File: src/logic/sls_pkg.sv
/*
 Constants for the swing, load and directional supervision block:
 register byte offsets, control field positions, reset values,
 torque-control codes and timing figures.
 Assumes a 250 MHz core clock and a 1 ms protection tick.
*/
package sls_pkg;
   // Timing figures
   localparam int CLK_PERIOD_NS = 4;
   localparam int TICK_PERIOD_US = 1000;
   localparam int TICK_CYCLES = TICK_PERIOD_US * 1000 / CLK_PERIOD_NS;
   localparam int MAX_BLOCK_S = 2;
   localparam int MAX_BLOCK_TICKS = MAX_BLOCK_S * 1000000 / TICK_PERIOD_US;
   // Register byte offsets
   localparam logic [7:0] ADDR_CTRL = 8'h00;
   localparam logic [7:0] ADDR_SWDLY = 8'h04;
   localparam logic [7:0] ADDR_Z5X = 8'h08;
   localparam logic [7:0] ADDR_Z5R = 8'h0c;
   localparam logic [7:0] ADDR_Z6X = 8'h10;
   localparam logic [7:0] ADDR_Z6R = 8'h14;
   localparam logic [7:0] ADDR_LOUT = 8'h18;
   localparam logic [7:0] ADDR_LIN = 8'h1c;
   localparam logic [7:0] ADDR_LANG = 8'h20;
   localparam logic [7:0] ADDR_REACH = 8'h24;
   localparam logic [7:0] ADDR_QTHR = 8'h28;
   localparam logic [7:0] ADDR_RATIO = 8'h2c;
   localparam logic [7:0] ADDR_PTOC = 8'h30;
   localparam logic [7:0] ADDR_NTOC = 8'h34;
   localparam logic [7:0] ADDR_QTOC = 8'h38;
   localparam logic [7:0] ADDR_STATUS = 8'h3c;
   localparam int NUM_RW = 15;
   // Control register fields
   localparam int CTRL_SWB_LSB = 0;
   localparam int CTRL_LE_BIT = 4;
   localparam int CTRL_LOPF_BIT = 5;
   localparam int CTRL_EN_LSB = 6;
   localparam int CTRL_IEC_LSB = 9;
   localparam int CTRL_SLOW_LSB = 12;
   localparam int CTRL_TQP_LSB = 15;
   localparam int CTRL_TQN_LSB = 18;
   localparam int CTRL_TQQ_LSB = 21;
   localparam logic [31:0] REG_RST = 32'h0000_0000;
   // Torque-control codes
   localparam logic [2:0] TQ_NONDIR = 3'h0;
   localparam logic [2:0] TQ_M2P = 3'h1;
   localparam logic [2:0] TQ_Z2G = 3'h2;
   localparam logic [2:0] TQ_FWD = 3'h3;
   localparam logic [2:0] TQ_REV = 3'h4;
   // Curve scale per time-dial step
   localparam int US_SHIFT = 4;
   localparam int IEC_SHIFT = 5;
endpackage

File: src/logic/sls_rect_zone.sv
/*
 Rectangular impedance-plane comparator for one swing zone.
 Assumes signed resistance and reactance on a common scale.
*/
`timescale 1ns/100ps
module sls_rect_zone #(
   parameter int W = 16
) (
   input wire logic signed [W-1:0] r_i,
   input wire logic signed [W-1:0] x_i,
   input wire logic signed [W-1:0] top_i,
   input wire logic signed [W-1:0] bottom_i,
   input wire logic signed [W-1:0] right_i,
   input wire logic signed [W-1:0] left_i,
   output logic inside_o
);
   // Inside when bounded on all four sides
   assign inside_o = (x_i <= top_i) && (x_i >= bottom_i) && (r_i <= right_i) && (r_i >= left_i);
endmodule

File: src/logic/sls_toc_elem.sv
/*
 One time-overcurrent element: pickup, accumulated curve time and
 fast or slow reset. Assumes a one-cycle tick pulse per time step.
*/
`timescale 1ns/100ps
module sls_toc_elem #(
   parameter int W = 16,
   parameter int AW = 24
) (
   input wire logic clk_i,
   input wire logic rst_n_i,
   input wire logic tick_i,
   input wire logic enable_i,
   input wire logic torque_i,
   input wire logic [W-1:0] current_i,
   input wire logic [W-1:0] pickup_i,
   input wire logic [W-1:0] dial_i,
   input wire logic iec_i,
   input wire logic slow_i,
   output logic pickup_o,
   output logic timed_out_o,
   output logic resetting_o
);
   import sls_pkg::*;
   logic [AW-1:0] acc_ff;
   logic [AW-1:0] limit;
   logic picked;

   // Curve equations live upstream; the dial scales a per-family limit
   assign limit = iec_i ? (AW'(dial_i) << IEC_SHIFT) : (AW'(dial_i) << US_SHIFT);
   assign picked = enable_i && torque_i && (current_i > pickup_i);

   // Accumulate while picked up, decay or clear otherwise
   always_ff @(posedge clk_i or negedge rst_n_i) begin
      if (!rst_n_i) begin
         acc_ff <= '0;
      end else if (picked) begin
         if (tick_i && acc_ff < limit) begin
            acc_ff <= acc_ff + 1'b1;
         end
      end else if (!slow_i) begin
         acc_ff <= '0; // Fast reset well inside one power cycle
      end else if (tick_i && acc_ff != '0) begin
         acc_ff <= acc_ff - 1'b1; // Disk-like decay
      end
   end

   // Element flags
   always_ff @(posedge clk_i or negedge rst_n_i) begin
      if (!rst_n_i) begin
         pickup_o <= 1'b0;
         timed_out_o <= 1'b0;
         resetting_o <= 1'b0;
      end else begin
         pickup_o <= picked;
         timed_out_o <= picked && (acc_ff >= limit);
         resetting_o <= !picked && slow_i && (acc_ff != '0);
      end
   end
endmodule

File: src/logic/sls_top.sv
/*
 Swing blocking and tripping, load-encroachment blocking, negative-
 sequence directional decisions and time-overcurrent elements, with
 an APB register file. Assumes upstream measurement delivers
 magnitudes, impedances and comparator flags synchronous to MCLK_I.
*/
// Register access over APB and the register offsets are this design's own decisions.
`timescale 1ns/100ps
module sls_top
   import sls_pkg::*;
#(
   parameter int TICK_CYC = TICK_CYCLES,
   parameter int W = 16
) (
   input wire logic MCLK_I,
   input wire logic RSTN_I,
   input wire logic PSEL_I,
   input wire logic PENABLE_I,
   input wire logic PWRITE_I,
   input wire logic [7:0] PADDR_I,
   input wire logic [31:0] PWDATA_I,
   output logic [31:0] PRDATA_O,
   output logic PREADY_O,
   output logic PSLVERR_O,
   input wire logic signed [W-1:0] POS_R_I,
   input wire logic signed [W-1:0] POS_X_I,
   input wire logic [W-1:0] POS_ZMAG_I,
   input wire logic [8:0] POS_ANG_I,
   input wire logic signed [W-1:0] NEG_Z_I,
   input wire logic [W-1:0] I1_MAG_I,
   input wire logic [W-1:0] I2X3_MAG_I,
   input wire logic [W-1:0] IPH_MAX_I,
   input wire logic [W-1:0] IRES_I,
   input wire logic THREE_PHASE_OC_SUPERVISION_I,
   input wire logic [3:0] NEGSEQ_OC_LEVEL_I,
   input wire logic RESIDUAL_OC_LEVEL1_I,
   input wire logic POTENTIAL_LOST_I,
   input wire logic ZONE2_PHASE_MHO_I,
   input wire logic ZONE2_GROUND_DISTANCE_I,
   input wire logic [3:0] PH3_DIST_I,
   input wire logic [3:0] PHPH_DIST_I,
   input wire logic [3:0] GND_DIST_I,
   output logic OUTER_SWING_ZONE_FLAG_O,
   output logic INNER_SWING_ZONE_FLAG_O,
   output logic SWING_OC_FLAG_O,
   output logic SWING_BLOCK_CONDITION_O,
   output logic [3:0] ZONE_SWING_BLOCKED_O,
   output logic SWING_TRIP_INITIATED_O,
   output logic SWING_TRIP_CONDITION_O,
   output logic LOAD_ELEMENT_O,
   output logic [3:0] PHASE_DIST_O,
   output logic [3:0] GND_DIST_O,
   output logic FORWARD_UNBALANCED_DIR_O,
   output logic REVERSE_UNBALANCED_DIR_O,
   output logic NEGSEQ_SUPERVISION_ANY_O,
   output logic RESIDUAL_DIR_LEVEL1_O,
   output logic NEGSEQ_DIR_LEVEL1_O,
   output logic [2:0] TOC_PICKUP_O,
   output logic [2:0] TOC_TIMED_OUT_O,
   output logic [2:0] TOC_RESETTING_O
);
   import sls_pkg::*;

   typedef enum logic [1:0] {SW_IDLE, SW_TIMING, SW_BLOCK, SW_TRIP} sls_swing_t;

   logic [31:0] reg_ff [NUM_RW];
   logic [3:0] idx;
   logic mapped;
   logic access;
   logic wr_en;
   logic [31:0] status;
   logic [31:0] rd_mux;
   logic [$clog2(TICK_CYC+1)-1:0] tick_cnt_ff;
   logic tick_ff;
   sls_swing_t sw_ff;
   sls_swing_t nxt_sw;
   logic [15:0] dwell_ff;
   logic [15:0] nxt_dwell;
   logic [15:0] hold_ff;
   logic in5;
   logic in6;
   logic outer;
   logic inner;
   logic blk;
   logic trip_pulse;
   logic [3:0] zone_blk;
   logic signed [9:0] sang;
   logic ld_out;
   logic ld_in;
   logic load;
   logic q_fwd;
   logic q_rev;
   logic restr_ok;
   logic fwd;
   logic rev;
   logic [2:0] tq_sel [3];
   logic [2:0] torque;
   logic [W-1:0] toc_cur [3];
   logic [31:0] ctrl;

   // APB decode: word aligned, status is the last word and read-only
   assign idx = PADDR_I[5:2];
   assign mapped = (PADDR_I[1:0] == 2'h0) && (PADDR_I[7:6] == 2'h0) && !(PWRITE_I && PADDR_I == ADDR_STATUS);
   assign access = PSEL_I && PENABLE_I && !PREADY_O;
   assign wr_en = PSEL_I && PENABLE_I && PREADY_O && PWRITE_I && mapped;
   assign ctrl = reg_ff[ADDR_CTRL[5:2]];

   // One wait state keeps PRDATA and PSLVERR registered
   always_ff @(posedge MCLK_I or negedge RSTN_I) begin
      if (!RSTN_I) begin
         PREADY_O <= 1'b0;
         PSLVERR_O <= 1'b0;
         PRDATA_O <= 32'h0000_0000;
      end else begin
         PREADY_O <= access;
         PSLVERR_O <= access && !mapped;
         if (access) begin
            PRDATA_O <= (mapped && !PWRITE_I) ? rd_mux : 32'h0000_0000;
         end
      end
   end

   // Read data select
   always_comb begin
      if (PADDR_I == ADDR_STATUS) begin
         rd_mux = status;
      end else begin
         rd_mux = reg_ff[idx];
      end
   end

   // Settings store; writes land at the edge that completes the access
   always_ff @(posedge MCLK_I or negedge RSTN_I) begin
      if (!RSTN_I) begin
         for (int i = 0; i < NUM_RW; i++) begin
            reg_ff[i] <= REG_RST;
         end
      end else if (wr_en) begin
         reg_ff[idx] <= PWDATA_I;
      end
   end

   // Protection time base: one pulse per millisecond
   always_ff @(posedge MCLK_I or negedge RSTN_I) begin
      if (!RSTN_I) begin
         tick_cnt_ff <= '0;
         tick_ff <= 1'b0;
      end else begin
         tick_ff <= (tick_cnt_ff == TICK_CYC - 1);
         if (tick_cnt_ff == TICK_CYC - 1) begin
            tick_cnt_ff <= '0;
         end else begin
            tick_cnt_ff <= tick_cnt_ff + 1'b1;
         end
      end
   end

   // Swing zones on the positive-sequence plane
   sls_rect_zone #(.W(W)) u_zone5 (
      .r_i(POS_R_I),
      .x_i(POS_X_I),
      .top_i(reg_ff[ADDR_Z5X[5:2]][15:0]),
      .bottom_i(reg_ff[ADDR_Z5X[5:2]][31:16]),
      .right_i(reg_ff[ADDR_Z5R[5:2]][15:0]),
      .left_i(reg_ff[ADDR_Z5R[5:2]][31:16]),
      .inside_o(in5)
   );
   sls_rect_zone #(.W(W)) u_zone6 (
      .r_i(POS_R_I),
      .x_i(POS_X_I),
      .top_i(reg_ff[ADDR_Z6X[5:2]][15:0]),
      .bottom_i(reg_ff[ADDR_Z6X[5:2]][31:16]),
      .right_i(reg_ff[ADDR_Z6R[5:2]][15:0]),
      .left_i(reg_ff[ADDR_Z6R[5:2]][31:16]),
      .inside_o(in6)
   );
   assign outer = in5 && THREE_PHASE_OC_SUPERVISION_I;
   assign inner = in6 && THREE_PHASE_OC_SUPERVISION_I;

   // Swing sequence: dwell between zones, then block, then trip arming
   always_comb begin
      nxt_sw = sw_ff;
      nxt_dwell = dwell_ff;
      trip_pulse = 1'b0;
      unique case (sw_ff)
         SW_IDLE: begin
            nxt_dwell = '0;
            if (outer && !inner) begin
               nxt_sw = SW_TIMING;
            end
         end
         SW_TIMING: begin
            if (!outer || inner) begin
               nxt_sw = SW_IDLE;
            end else if (dwell_ff > reg_ff[ADDR_SWDLY[5:2]][15:0]) begin
               nxt_sw = SW_BLOCK;
               nxt_dwell = '0;
            end else if (tick_ff) begin
               nxt_dwell = dwell_ff + 1'b1;
            end
         end
         SW_BLOCK: begin
            if (!outer || hold_ff >= 16'(MAX_BLOCK_TICKS)) begin
               nxt_sw = SW_IDLE;
            end else if (!inner) begin
               nxt_dwell = '0;
            end else if (dwell_ff >= reg_ff[ADDR_SWDLY[5:2]][31:16]) begin
               nxt_sw = SW_TRIP;
            end else if (tick_ff) begin
               nxt_dwell = dwell_ff + 1'b1;
            end
         end
         SW_TRIP: begin
            if (!outer) begin
               nxt_sw = SW_IDLE;
               trip_pulse = 1'b1;
            end else if (hold_ff >= 16'(MAX_BLOCK_TICKS)) begin
               nxt_sw = SW_IDLE;
            end
         end
      endcase
   end

   // Swing state and dwell counter
   always_ff @(posedge MCLK_I or negedge RSTN_I) begin
      if (!RSTN_I) begin
         sw_ff <= SW_IDLE;
         dwell_ff <= '0;
      end else begin
         sw_ff <= nxt_sw;
         dwell_ff <= nxt_dwell;
      end
   end

   // Block length bound, counted from entry into blocking
   always_ff @(posedge MCLK_I or negedge RSTN_I) begin
      if (!RSTN_I) begin
         hold_ff <= '0;
      end else if (sw_ff != SW_BLOCK && sw_ff != SW_TRIP) begin
         hold_ff <= '0;
      end else if (tick_ff) begin
         hold_ff <= hold_ff + 1'b1;
      end
   end

   assign blk = (sw_ff == SW_BLOCK) || (sw_ff == SW_TRIP);
   // Enabled zones only; an unbalanced level lifts its own zone
   assign zone_blk = {4{blk}} & ctrl[CTRL_SWB_LSB +: 4] & ~NEGSEQ_OC_LEVEL_I;

   // Load regions: signed angle for the outgoing side
   assign sang = (POS_ANG_I >= 9'd180) ? (10'(POS_ANG_I) - 10'sd360) : 10'(POS_ANG_I);
   assign ld_out = (POS_ZMAG_I >= reg_ff[ADDR_LOUT[5:2]][15:0])
      && (sang <= 10'(signed'(reg_ff[ADDR_LOUT[5:2]][23:16])))
      && (sang >= 10'(signed'(reg_ff[ADDR_LOUT[5:2]][31:24])));
   assign ld_in = (POS_ZMAG_I >= reg_ff[ADDR_LIN[5:2]][15:0])
      && (POS_ANG_I >= reg_ff[ADDR_LANG[5:2]][8:0])
      && (POS_ANG_I <= reg_ff[ADDR_LANG[5:2]][24:16]);
   assign load = ctrl[CTRL_LE_BIT] && (ld_out || ld_in);

   // Negative-sequence decisions; the input is 3I2, so the restraint side is tripled (1/256 steps)
   assign q_fwd = I2X3_MAG_I > reg_ff[ADDR_QTHR[5:2]][15:0];
   assign q_rev = I2X3_MAG_I > reg_ff[ADDR_QTHR[5:2]][31:16];
   assign restr_ok = 26'({I2X3_MAG_I, 8'h00}) > (26'(I1_MAG_I) * 26'(reg_ff[ADDR_RATIO[5:2]][7:0]) * 26'd3);
   always_comb begin
      if (POTENTIAL_LOST_I) begin
         fwd = ctrl[CTRL_LOPF_BIT] && q_fwd && restr_ok;
         rev = 1'b0;
      end else begin
         fwd = restr_ok && q_fwd && (NEG_Z_I <= signed'(reg_ff[ADDR_REACH[5:2]][15:0]));
         rev = restr_ok && q_rev && (NEG_Z_I >= signed'(reg_ff[ADDR_REACH[5:2]][31:16]));
      end
   end

   // Torque selection; an option not offered to an element holds it off
   assign tq_sel[0] = ctrl[CTRL_TQP_LSB +: 3];
   assign tq_sel[1] = ctrl[CTRL_TQN_LSB +: 3];
   assign tq_sel[2] = ctrl[CTRL_TQQ_LSB +: 3];
   always_comb begin
      torque = 3'h0;
      unique case (tq_sel[0])
         TQ_NONDIR: torque[0] = 1'b1;
         TQ_M2P: torque[0] = ZONE2_PHASE_MHO_I;
         default: torque[0] = 1'b0;
      endcase
      unique case (tq_sel[1])
         TQ_NONDIR: torque[1] = 1'b1;
         TQ_Z2G: torque[1] = ZONE2_GROUND_DISTANCE_I;
         TQ_FWD: torque[1] = fwd;
         TQ_REV: torque[1] = rev;
         default: torque[1] = 1'b0;
      endcase
      unique case (tq_sel[2])
         TQ_NONDIR: torque[2] = 1'b1;
         TQ_M2P: torque[2] = ZONE2_PHASE_MHO_I;
         TQ_Z2G: torque[2] = ZONE2_GROUND_DISTANCE_I;
         TQ_FWD: torque[2] = fwd;
         TQ_REV: torque[2] = rev;
         default: torque[2] = 1'b0;
      endcase
   end

   // Operating quantities per element
   assign toc_cur[0] = IPH_MAX_I;
   assign toc_cur[1] = IRES_I;
   assign toc_cur[2] = I2X3_MAG_I;

   // Phase, residual and negative-sequence time-overcurrent
   for (genvar g = 0; g < 3; g++) begin : g_toc
      sls_toc_elem #(.W(W)) u_toc (
         .clk_i(MCLK_I),
         .rst_n_i(RSTN_I),
         .tick_i(tick_ff),
         .enable_i(ctrl[CTRL_EN_LSB + g]),
         .torque_i(torque[g]),
         .current_i(toc_cur[g]),
         .pickup_i(reg_ff[ADDR_PTOC[5:2] + 4'(g)][15:0]),
         .dial_i(reg_ff[ADDR_PTOC[5:2] + 4'(g)][31:16]),
         .iec_i(ctrl[CTRL_IEC_LSB + g]),
         .slow_i(ctrl[CTRL_SLOW_LSB + g]),
         .pickup_o(TOC_PICKUP_O[g]),
         .timed_out_o(TOC_TIMED_OUT_O[g]),
         .resetting_o(TOC_RESETTING_O[g])
      );
   end

   // Swing flags, registered for the trip logic
   always_ff @(posedge MCLK_I or negedge RSTN_I) begin
      if (!RSTN_I) begin
         OUTER_SWING_ZONE_FLAG_O <= 1'b0;
         INNER_SWING_ZONE_FLAG_O <= 1'b0;
         SWING_OC_FLAG_O <= 1'b0;
         SWING_BLOCK_CONDITION_O <= 1'b0;
         ZONE_SWING_BLOCKED_O <= 4'h0;
         SWING_TRIP_INITIATED_O <= 1'b0;
         SWING_TRIP_CONDITION_O <= 1'b0;
      end else begin
         OUTER_SWING_ZONE_FLAG_O <= outer;
         INNER_SWING_ZONE_FLAG_O <= inner;
         SWING_OC_FLAG_O <= THREE_PHASE_OC_SUPERVISION_I;
         SWING_BLOCK_CONDITION_O <= blk;
         ZONE_SWING_BLOCKED_O <= zone_blk;
         SWING_TRIP_INITIATED_O <= (sw_ff == SW_TRIP);
         SWING_TRIP_CONDITION_O <= trip_pulse;
      end
   end

   // Distance and directional outputs
   always_ff @(posedge MCLK_I or negedge RSTN_I) begin
      if (!RSTN_I) begin
         LOAD_ELEMENT_O <= 1'b0;
         PHASE_DIST_O <= 4'h0;
         GND_DIST_O <= 4'h0;
         FORWARD_UNBALANCED_DIR_O <= 1'b0;
         REVERSE_UNBALANCED_DIR_O <= 1'b0;
         NEGSEQ_SUPERVISION_ANY_O <= 1'b0;
         RESIDUAL_DIR_LEVEL1_O <= 1'b0;
         NEGSEQ_DIR_LEVEL1_O <= 1'b0;
      end else begin
         LOAD_ELEMENT_O <= load;
         // Balanced elements see load blocking, unbalanced see direction
         PHASE_DIST_O <= ((PH3_DIST_I & {4{!load}}) | (PHPH_DIST_I & {4{fwd}})) & ~zone_blk;
         // Ground elements bypass the swing logic entirely
         GND_DIST_O <= GND_DIST_I & {4{fwd}};
         FORWARD_UNBALANCED_DIR_O <= fwd;
         REVERSE_UNBALANCED_DIR_O <= rev;
         NEGSEQ_SUPERVISION_ANY_O <= q_fwd || q_rev;
         RESIDUAL_DIR_LEVEL1_O <= RESIDUAL_OC_LEVEL1_I && fwd;
         NEGSEQ_DIR_LEVEL1_O <= NEGSEQ_OC_LEVEL_I[0] && fwd;
      end
   end

   // Status word mirrors the live decisions
   assign status = {9'h000, TOC_RESETTING_O, TOC_TIMED_OUT_O, TOC_PICKUP_O,
      NEGSEQ_SUPERVISION_ANY_O, REVERSE_UNBALANCED_DIR_O, FORWARD_UNBALANCED_DIR_O,
      LOAD_ELEMENT_O, SWING_TRIP_CONDITION_O, SWING_TRIP_INITIATED_O,
      SWING_BLOCK_CONDITION_O, SWING_OC_FLAG_O, INNER_SWING_ZONE_FLAG_O,
      OUTER_SWING_ZONE_FLAG_O, ZONE_SWING_BLOCKED_O};
endmodule

File: config.mk
export PLATFORM = sky130hd
export DESIGN_NAME = sls_top
export DESIGN_NICKNAME = d
export VERILOG_FILES = /design/src/logic/sls_pkg.sv /design/src/logic/sls_rect_zone.sv /design/src/logic/sls_toc_elem.sv /design/src/logic/sls_top.sv
export SDC_FILE = /design/constraint.sdc
export NUM_CORES = 2
export LEC_CHECK = 0
export ABC_AREA = 1
export BUFFER_PORTS_ARGS = -buffer_cell sky130_fd_sc_hd__buf_4
export CAP_MARGIN = 20
export CELL_PAD_IN_SITES_DETAIL_PLACEMENT = 0
export CELL_PAD_IN_SITES_GLOBAL_PLACEMENT = 2
export CORE_MARGIN = 2
export CORE_UTILIZATION = 41
export CTS_BUF_LIST = sky130_fd_sc_hd__clkbuf_8
export DETAILED_ROUTE_END_ITERATION = 8
export PLACE_DENSITY = 0.89
export SYNTH_ARGS = -nofsm -noshare
export SYNTH_HDL_FRONTEND = slang
export SYNTH_SLANG_ARGS = --single-unit
File: constraint.sdc
create_clock -name MCLK_I -period 11.4 [get_ports MCLK_I]
set_input_delay 1.71 -clock MCLK_I [delete_from_list [all_inputs] [get_ports MCLK_I]]
set_output_delay 1.71 -clock MCLK_I [all_outputs]
set_load 0.005 [all_outputs]
---- Yosys cells after proc, flatten, opt, wreduce, memory -nomap -nowiden ----
Index checks and enable logic that the tools add are counted.
cells by class
  add/subtract/negate cells ............... 10
  $mul .................................... 2
  div/mod/pow operators ................... 0
  $lt $le $gt $ge ......................... 34
  eq/ne operators ......................... 29
  shift-type cells ........................ 0
  muxes and demuxes ....................... 50
  bitwise operators ....................... 10
  reduce and logical (&&, ||, !) cells .... 86
operators with widths
  operator                                                               count
  480-bit bitwise mux                                                    1
  24-bit 2-to-1 mux                                                      12
  32-bit 2-to-1 mux                                                      5
  32-bit binary-select mux with 4-bit select                             1
  32-bit demux with 4-bit select                                         1
  16-bit >= comparator                                                   8
  16-bit 2-to-1 mux                                                      8
  16-bit greater-than comparator                                         6
  16-bit <= comparator                                                   5
  24-bit by 1-bit adder with 24-bit output (second input constant)       3
  24-bit >= comparator                                                   3
  24-bit < comparator                                                    3
  24-bit nonzero test                                                    3
  24-bit by 1-bit subtractor with 24-bit output (second input constant)  3
  21-bit 2-to-1 mux                                                      3
  1-bit logical AND                                                      55
  16-bit one-hot mux with 3 select lines                                 1
  16-bit by 1-bit adder with 16-bit output (second input constant)       2
  24-bit by 26-bit greater-than comparator with 1-bit output             1
  24-bit by 2-bit multiplier with 26-bit output (second input constant)  1
  4-bit bitwise AND                                                      6
  16-bit by 8-bit multiplier with 24-bit output                          1
  18-bit by 1-bit adder with 18-bit output (second input constant)       1
  18-bit == test (second input constant)                                 1
  38 further kinds                                                       87
word-level totals
  register bits ........................... 672
  bits in latches ......................... 0
  RAM bits ................................ 0
  memory bits (read-only) ................. 0
  input port bits ......................... 203
  output and inout port bits .............. 67
  word-level logic and storage cells ...... 271
  memories ................................ 0

---- Depth between registers and ports, before layout ----
  depth after elaboration ................. 12
  depth in mapped cells ................... 52
  mapped depth without buffers ............ 50

---- Cells and area by module ----
Synthesis repeated with hierarchy kept, for this count alone.
second synthesis, totals
  cell total of the unflattened synthesis .. 7072
  area total of the unflattened synthesis .. 51129.0 um^2
by module, submodules not included
  module                          instances  cells an instance  area an instance (um^2)  seq. area each (um^2)
  sls_top                         1          4434               35890.7                  14789.2
  sls_toc_elem at g_toc[1].u_toc  1          672                3846.2                   675.6
  sls_toc_elem at g_toc[2].u_toc  1          669                3832.4                   675.6
  sls_toc_elem at g_toc[0].u_toc  1          671                3828.7                   675.6
  sls_rect_zone                   2          313                1865.5                   0.0

---- Worst setup path after synthesis ----
No wires, ideal clock.
  path kind ............................... input to register
  start point ............................. in I1_MAG_I[10]
  end point ............................... reg g_toc[2].u_toc.acc_ff[4]
  setup time .............................. 0.117 ns
  arrival ................................. 8.411 ns
  data required time ...................... 11.283 ns
  path slack .............................. 2.872 ns
  stages .................................. 46
  buffers on the path ..................... 2
  cells stage by stage .................... clkbuf_1 -> nand2_1 -> fa_1 -> inv_1 -> fa_1 -> fa_1 -> inv_1 -> fa_1 -> inv_1 -> ha_1 -> nand2_1 -> nor2_1 -> and2_1 -> nand2_1 -> nand2_1 -> nand3_1 -> nand2_1 -> a21oi_1 -> [... 10 more ...] -> nand2_1 -> inv_1 -> nand2_1 -> nor2_1 -> nand4_1 -> nor2_1 -> nand4_1 -> nand3_1 -> a21oi_4 -> and2_4 -> nand3_4 -> nand2_8 -> nand2_8 -> nand2_8 -> nand2_8 -> buf_12 -> nand2_1 -> nand2_1
between the ends
  longest elaborated chain between the ends .. 11
  elaborated cells between the ends (all ways) .. 17
  classes of those cells .................. mul (2); order compare (1); eq/ne (2); mux (4); reduce/logical (8)
ends and longest elaborated chain
  element                                                                                                     line                            text
  start, declared                                                                                             sls_top.sv:30                   input wire logic [W-1:0] I1_MAG_I,
  16-bit by 8-bit multiplier with 24-bit output *                                                             sls_top.sv:263                  assign restr_ok = 26'({I2X3_MAG_I, 8'h00}) > (26'(I1_MAG_I) * 26'(reg_ff[ADDR_RATIO[5:2]][7:0]) * 26'd3);
  24-bit by 2-bit multiplier with 26-bit output *                                                             sls_top.sv:263
  24-bit by 26-bit greater-than comparator with 1-bit output *                                                sls_top.sv:263
  1-bit logical AND, on equally long branches (2 in series)                                                   sls_top.sv:270, sls_top.sv:269
  1-bit 2-to-1 mux                                                                                            sls_top.sv:265                  if (POTENTIAL_LOST_I) begin
  1-bit one-hot mux with 5 select lines *                                                                     sls_top.sv:292                  unique case (tq_sel[2])
  1-bit logical AND * (2 in series)                                                                           sls_toc_elem.sv:31              assign picked = enable_i && torque_i && (current_i > pickup_i);
  3-bit by 1-bit inequality test with 1-bit output (no source line) or 2-bit inequality test (tied branches)  n/a
  2-bit AND reduction (no source line)                                                                        n/a
  end signal, assigned                                                                                        sls_toc_elem.sv:39              acc_ff <= acc_ff + 1'b1;
  end signal, assigned                                                                                        sls_toc_elem.sv:44              acc_ff <= acc_ff - 1'b1;
  end, declared                                                                                               sls_toc_elem.sv:25              logic [AW-1:0] acc_ff;
Mark *: on every way between the ends. The rest lies on a longest branch, timed or not.
A chain may end at the register's enable or synchronous reset.

---- Worst setup path after layout ----
  start point ............................. in I1_MAG_I[4]
  end point ............................... reg g_toc[2].u_toc.acc_ff[18]
Same word-level chain as after synthesis.

==> impl_results.md <==
* CTS tree: yes
* Setup violations, final at 0
* Detail Placement HPWL at 143000 um
* Nature of the critical path endpoint: flop
* Transition time at the pin with the least slew margin at 1.23 ns
* Cell Area, Synth at 0.0489 sq mm
* Count of antenna-violating nets left after detailed routing at 0
* Overall overflow remaining after global route at 0
* Top cell by count, worst path: nand2_1
* Mapped Cells at between 6000 and 7000
* Root Buffer Master: clkbuf_8
* Worst Setup Slack, final at 2.48 ns
* Synth area leader: dfrtp_1
* Count of boundary I/O pins at 270
* Final std cell area, no fill at 0.0552 sq mm
* Final Max Tran Viols at 0
* Achievable Freq at 112 MHz
* Worst hold path type: flop to flop
* Total design power at 5720 uW
* Deepest level of the CTS H-tree at 4
* Family of cells with the greatest summed delay on the critical path: adder cells
* Startpoint-to-endpoint class of the critical path: input pin to flop
* Worst path slowest cell: o311ai_0
* Count of buffers from port buffering at 269
* Most used DFF post-synth: dfrtp_1
* Worst endpoint required time at 12.12 ns
* Core ar. at roughly 0.12 sq mm
* Hold-fix buffers, CTS at 0
* Worst-skew pair later-pin latency at 0.88 ns
* Total of fill cells in the finished design at 12000
* Clock period minus final worst setup slack at between 8 and 9 ns
* Aggregate negative setup slack at 0 ns
* YS warnings at 0
* Post-CTS setup buffer count at 0
* Initial standard-cell utilization of the core at 41.4%
* Worst path arrival time at 9.64 ns
* Largest voltage drop on the vdd net at 0.111 mV
* Area post-placement at 0.0521 sq mm
* Placement Setup Slack at 1.62 ns
* Leading cell types by count after synthesis: nand2_1 (1538), inv_1 (914), o21ai_0 (736), dfrtp_1 (672), ha_1 (499)
* Post_cts resized at 0
* Clock sinks at 672
* Post-Synthesis Mean Instance Area at 7.61 sq um
* Post-Route WL at between 150000 and 200000 um
* Post-synth ARST share at between 90% and 100%
* Rel. slew slack at 17.9%
* Sequential element share of the synthesized area at 34.4%
* Maximum number of pins on one net before global-route repair at 149
* Number of rows created at floorplan at around 130
* #FFs+latches synth at roughly 670
* Height of the die at 349 um
* Final worst path period share at 78.3%
* Number of global-route vias before repair at 43500
* Via Count at around 46000
* Synth top area cells: dfrtp_1 (34%), ha_1 (13%), nand2_1 (12%), o21ai_0 (7.5%), inv_1 (7.0%)
* Syn_nets at 7212
* Aggregate global-route resource usage at 31.5%
* Pleak at 0.0272 uW
* Total Die Area at around 0.12 sq mm
* Reported max-cap violation count at 0
* Area growth from synthesis to final layout at 12.9%
* Buffers plus inverters on the worst setup path at 7
* Crit start category: input pin
* Power density over cell area at 104 mW/mm^2
* Post-layout util at 46.7%
* Distinct cell type count after synthesis at 73
* Initial antenna violation count at 21
* Total number of nets in the final design at 7373
* Inserted Clock Buffers at 133
* Worst clock skew at 0.0525 ns
* Setup repair after global routing missed its margin: no
* Result of the run: completed
* Final Wtd Congestion at 0.942
* Worst-path clk slew at 0.06 ns
* Fraction of synthesized cell area taken by the top area cell type at 34.4%
* Initial DRC count at 4997
* Number of failing hold endpoints at the final stage at 0
* Wire length of the first global-routing pass at roughly 280000 um
* DR WL/cell at 23.5 um
* Number of enable flip-flop cells after synthesis at 0
* Maximum fanout count along the critical path at 28
* Via density per instance at 5.54
* Most repeated cell in the gate-level netlist after synthesis: nand2_1
* Drt drc at 0
* Pre-Repair DR Iteration Count at 6
* Worst-case clock buffer depth at 3
* Overall die width at 349 um
* Layout cells sized above 1 at 9.15%
* Delay of the slowest cell on the worst path at 0.62 ns
[per-layer routing]
metal | global-route usage [%] | part of all wire, %
met1 | 42.9 | 43
met2 | 48.6 | 44
met3 | 6.34 | 8.5
met4 | 13.0 | 4.1
met5 | 0 | 0.028
[final timing paths]
check / endpoint / start / cells past startpoint / slack, ns
max in group asynchronous: reg_ff[340] / RSTN_I / 3 / 8.20
hold reg to reg: tick_cnt_ff[0] / tick_cnt_ff[0] / 1 / 0.46
hold / removal: tick_cnt_ff[0] / tick_cnt_ff[0] / 1 / 0.46
min in group asynchronous: GND_DIST_O[3] / RSTN_I / 1 / 0.93
setup / recovery: g_toc[2].u_toc.acc_ff[18] / I1_MAG_I[4] / 45 / 2.48
setup reg to reg: g_toc[2].u_toc.acc_ff[18] / reg_ff[102] / 44 / 2.55
[stage by stage]
step | instances | hold WS (ns)
finish | 8222 | 0.458
global route | 8215 | 0.488
CTS | 8198 | 0.460
detailed placement | 7971 | 0.451
global placement | 7968 | 0.448
floorplan | 6425 | 0.433
[cells by family after synthesis]
logic type | after synthesis | synth area share, %
AO/OA/AOI/OAI | 1410 | 16.6
XOR/XNOR | 145 | 2.60
adder cells (fa/ha/maj) | 584 | 16.2
buffers and inverters | 1234 | 9.79
flip-flops | 672 | 34.4
multiplexers | 11 | 0.225
AND/OR/NAND/NOR | 2369 | 20.2
[placed cells by master (no fill, tap or decap), types with 12 or more instances in the layout]
| master | instances |
|---|---|
| xnor2_1 | 21 |
| clkinv_2 | 12 |
| nand2_1 | 1521 |
| fa_1 | 85 |
| nor4_1 | 22 |
| inv_1 | 944 |
| clkbuf_8 | 167 |
| buf_12 | 15 |
| nand3b_1 | 12 |
| nand3_1 | 239 |
| dfrtp_1 | 672 |
| ha_1 | 499 |
| buf_4 | 317 |
| o21ai_0 | 736 |
| a22oi_1 | 80 |
| o22ai_1 | 78 |
| nand2_2 | 33 |
| a31oi_1 | 12 |
| xor2_1 | 124 |
| o21a_1 | 20 |
| a211oi_1 | 26 |
| o221ai_1 | 46 |
| a21oi_1 | 274 |
| a221oi_1 | 20 |
| o211ai_1 | 27 |
| nand4_1 | 82 |
| nor3_1 | 86 |
| nor2_1 | 327 |
[registers in the layout, summed over array words and instances, names as in the netlist, 4 cells and up]
| signal | count |
|---|---|
| dwell_ff | 16 |
| tick_cnt_ff | 18 |
| hold_ff | 16 |
| ctrl | 32 |
| reg_ff | 448 |
| g_toc.u_toc.acc_ff | 72 |
| ZONE_SWING_BLOCKED_O | 4 |
| PHASE_DIST_O | 4 |
| GND_DIST_O | 4 |
| PRDATA_O | 32 |
[area by class of cell]
type	count	area [sq um]	area share (%)
clock inverters	60	472	0.854
flip-flops and latches	672	16800	30.5
repair buffers	339	2820	5.11
clock buffers	167	2300	4.16
multi-input cells	4519	27400	49.6
well taps	1536	1920	3.48
inverters	921	3460	6.26
diodes	8	20.0	0.0363
[worst register-to-register path, delay by kind of cell (launching register included)]
family	cells	cell delay (ns)
DFF	1	0.92
AOI/OAI and AO/OA	4	1.17
buffers and inverters	6	0.44
adders and majority gates	7	3.07
xor gates and xnor gates	1	0.17
and+or+nand+nor	26	2.98
[where the power goes]
| part | internal, uW | total (uW) | switching [uW] |
|---|---|---|---|
| Clock | 1470 | 2650 | 1180 |
| Combinational | 199 | 658 | 459 |
| Sequential | 2400 | 2410 | 14.4 |
Power figures use the tool's default switching activity.
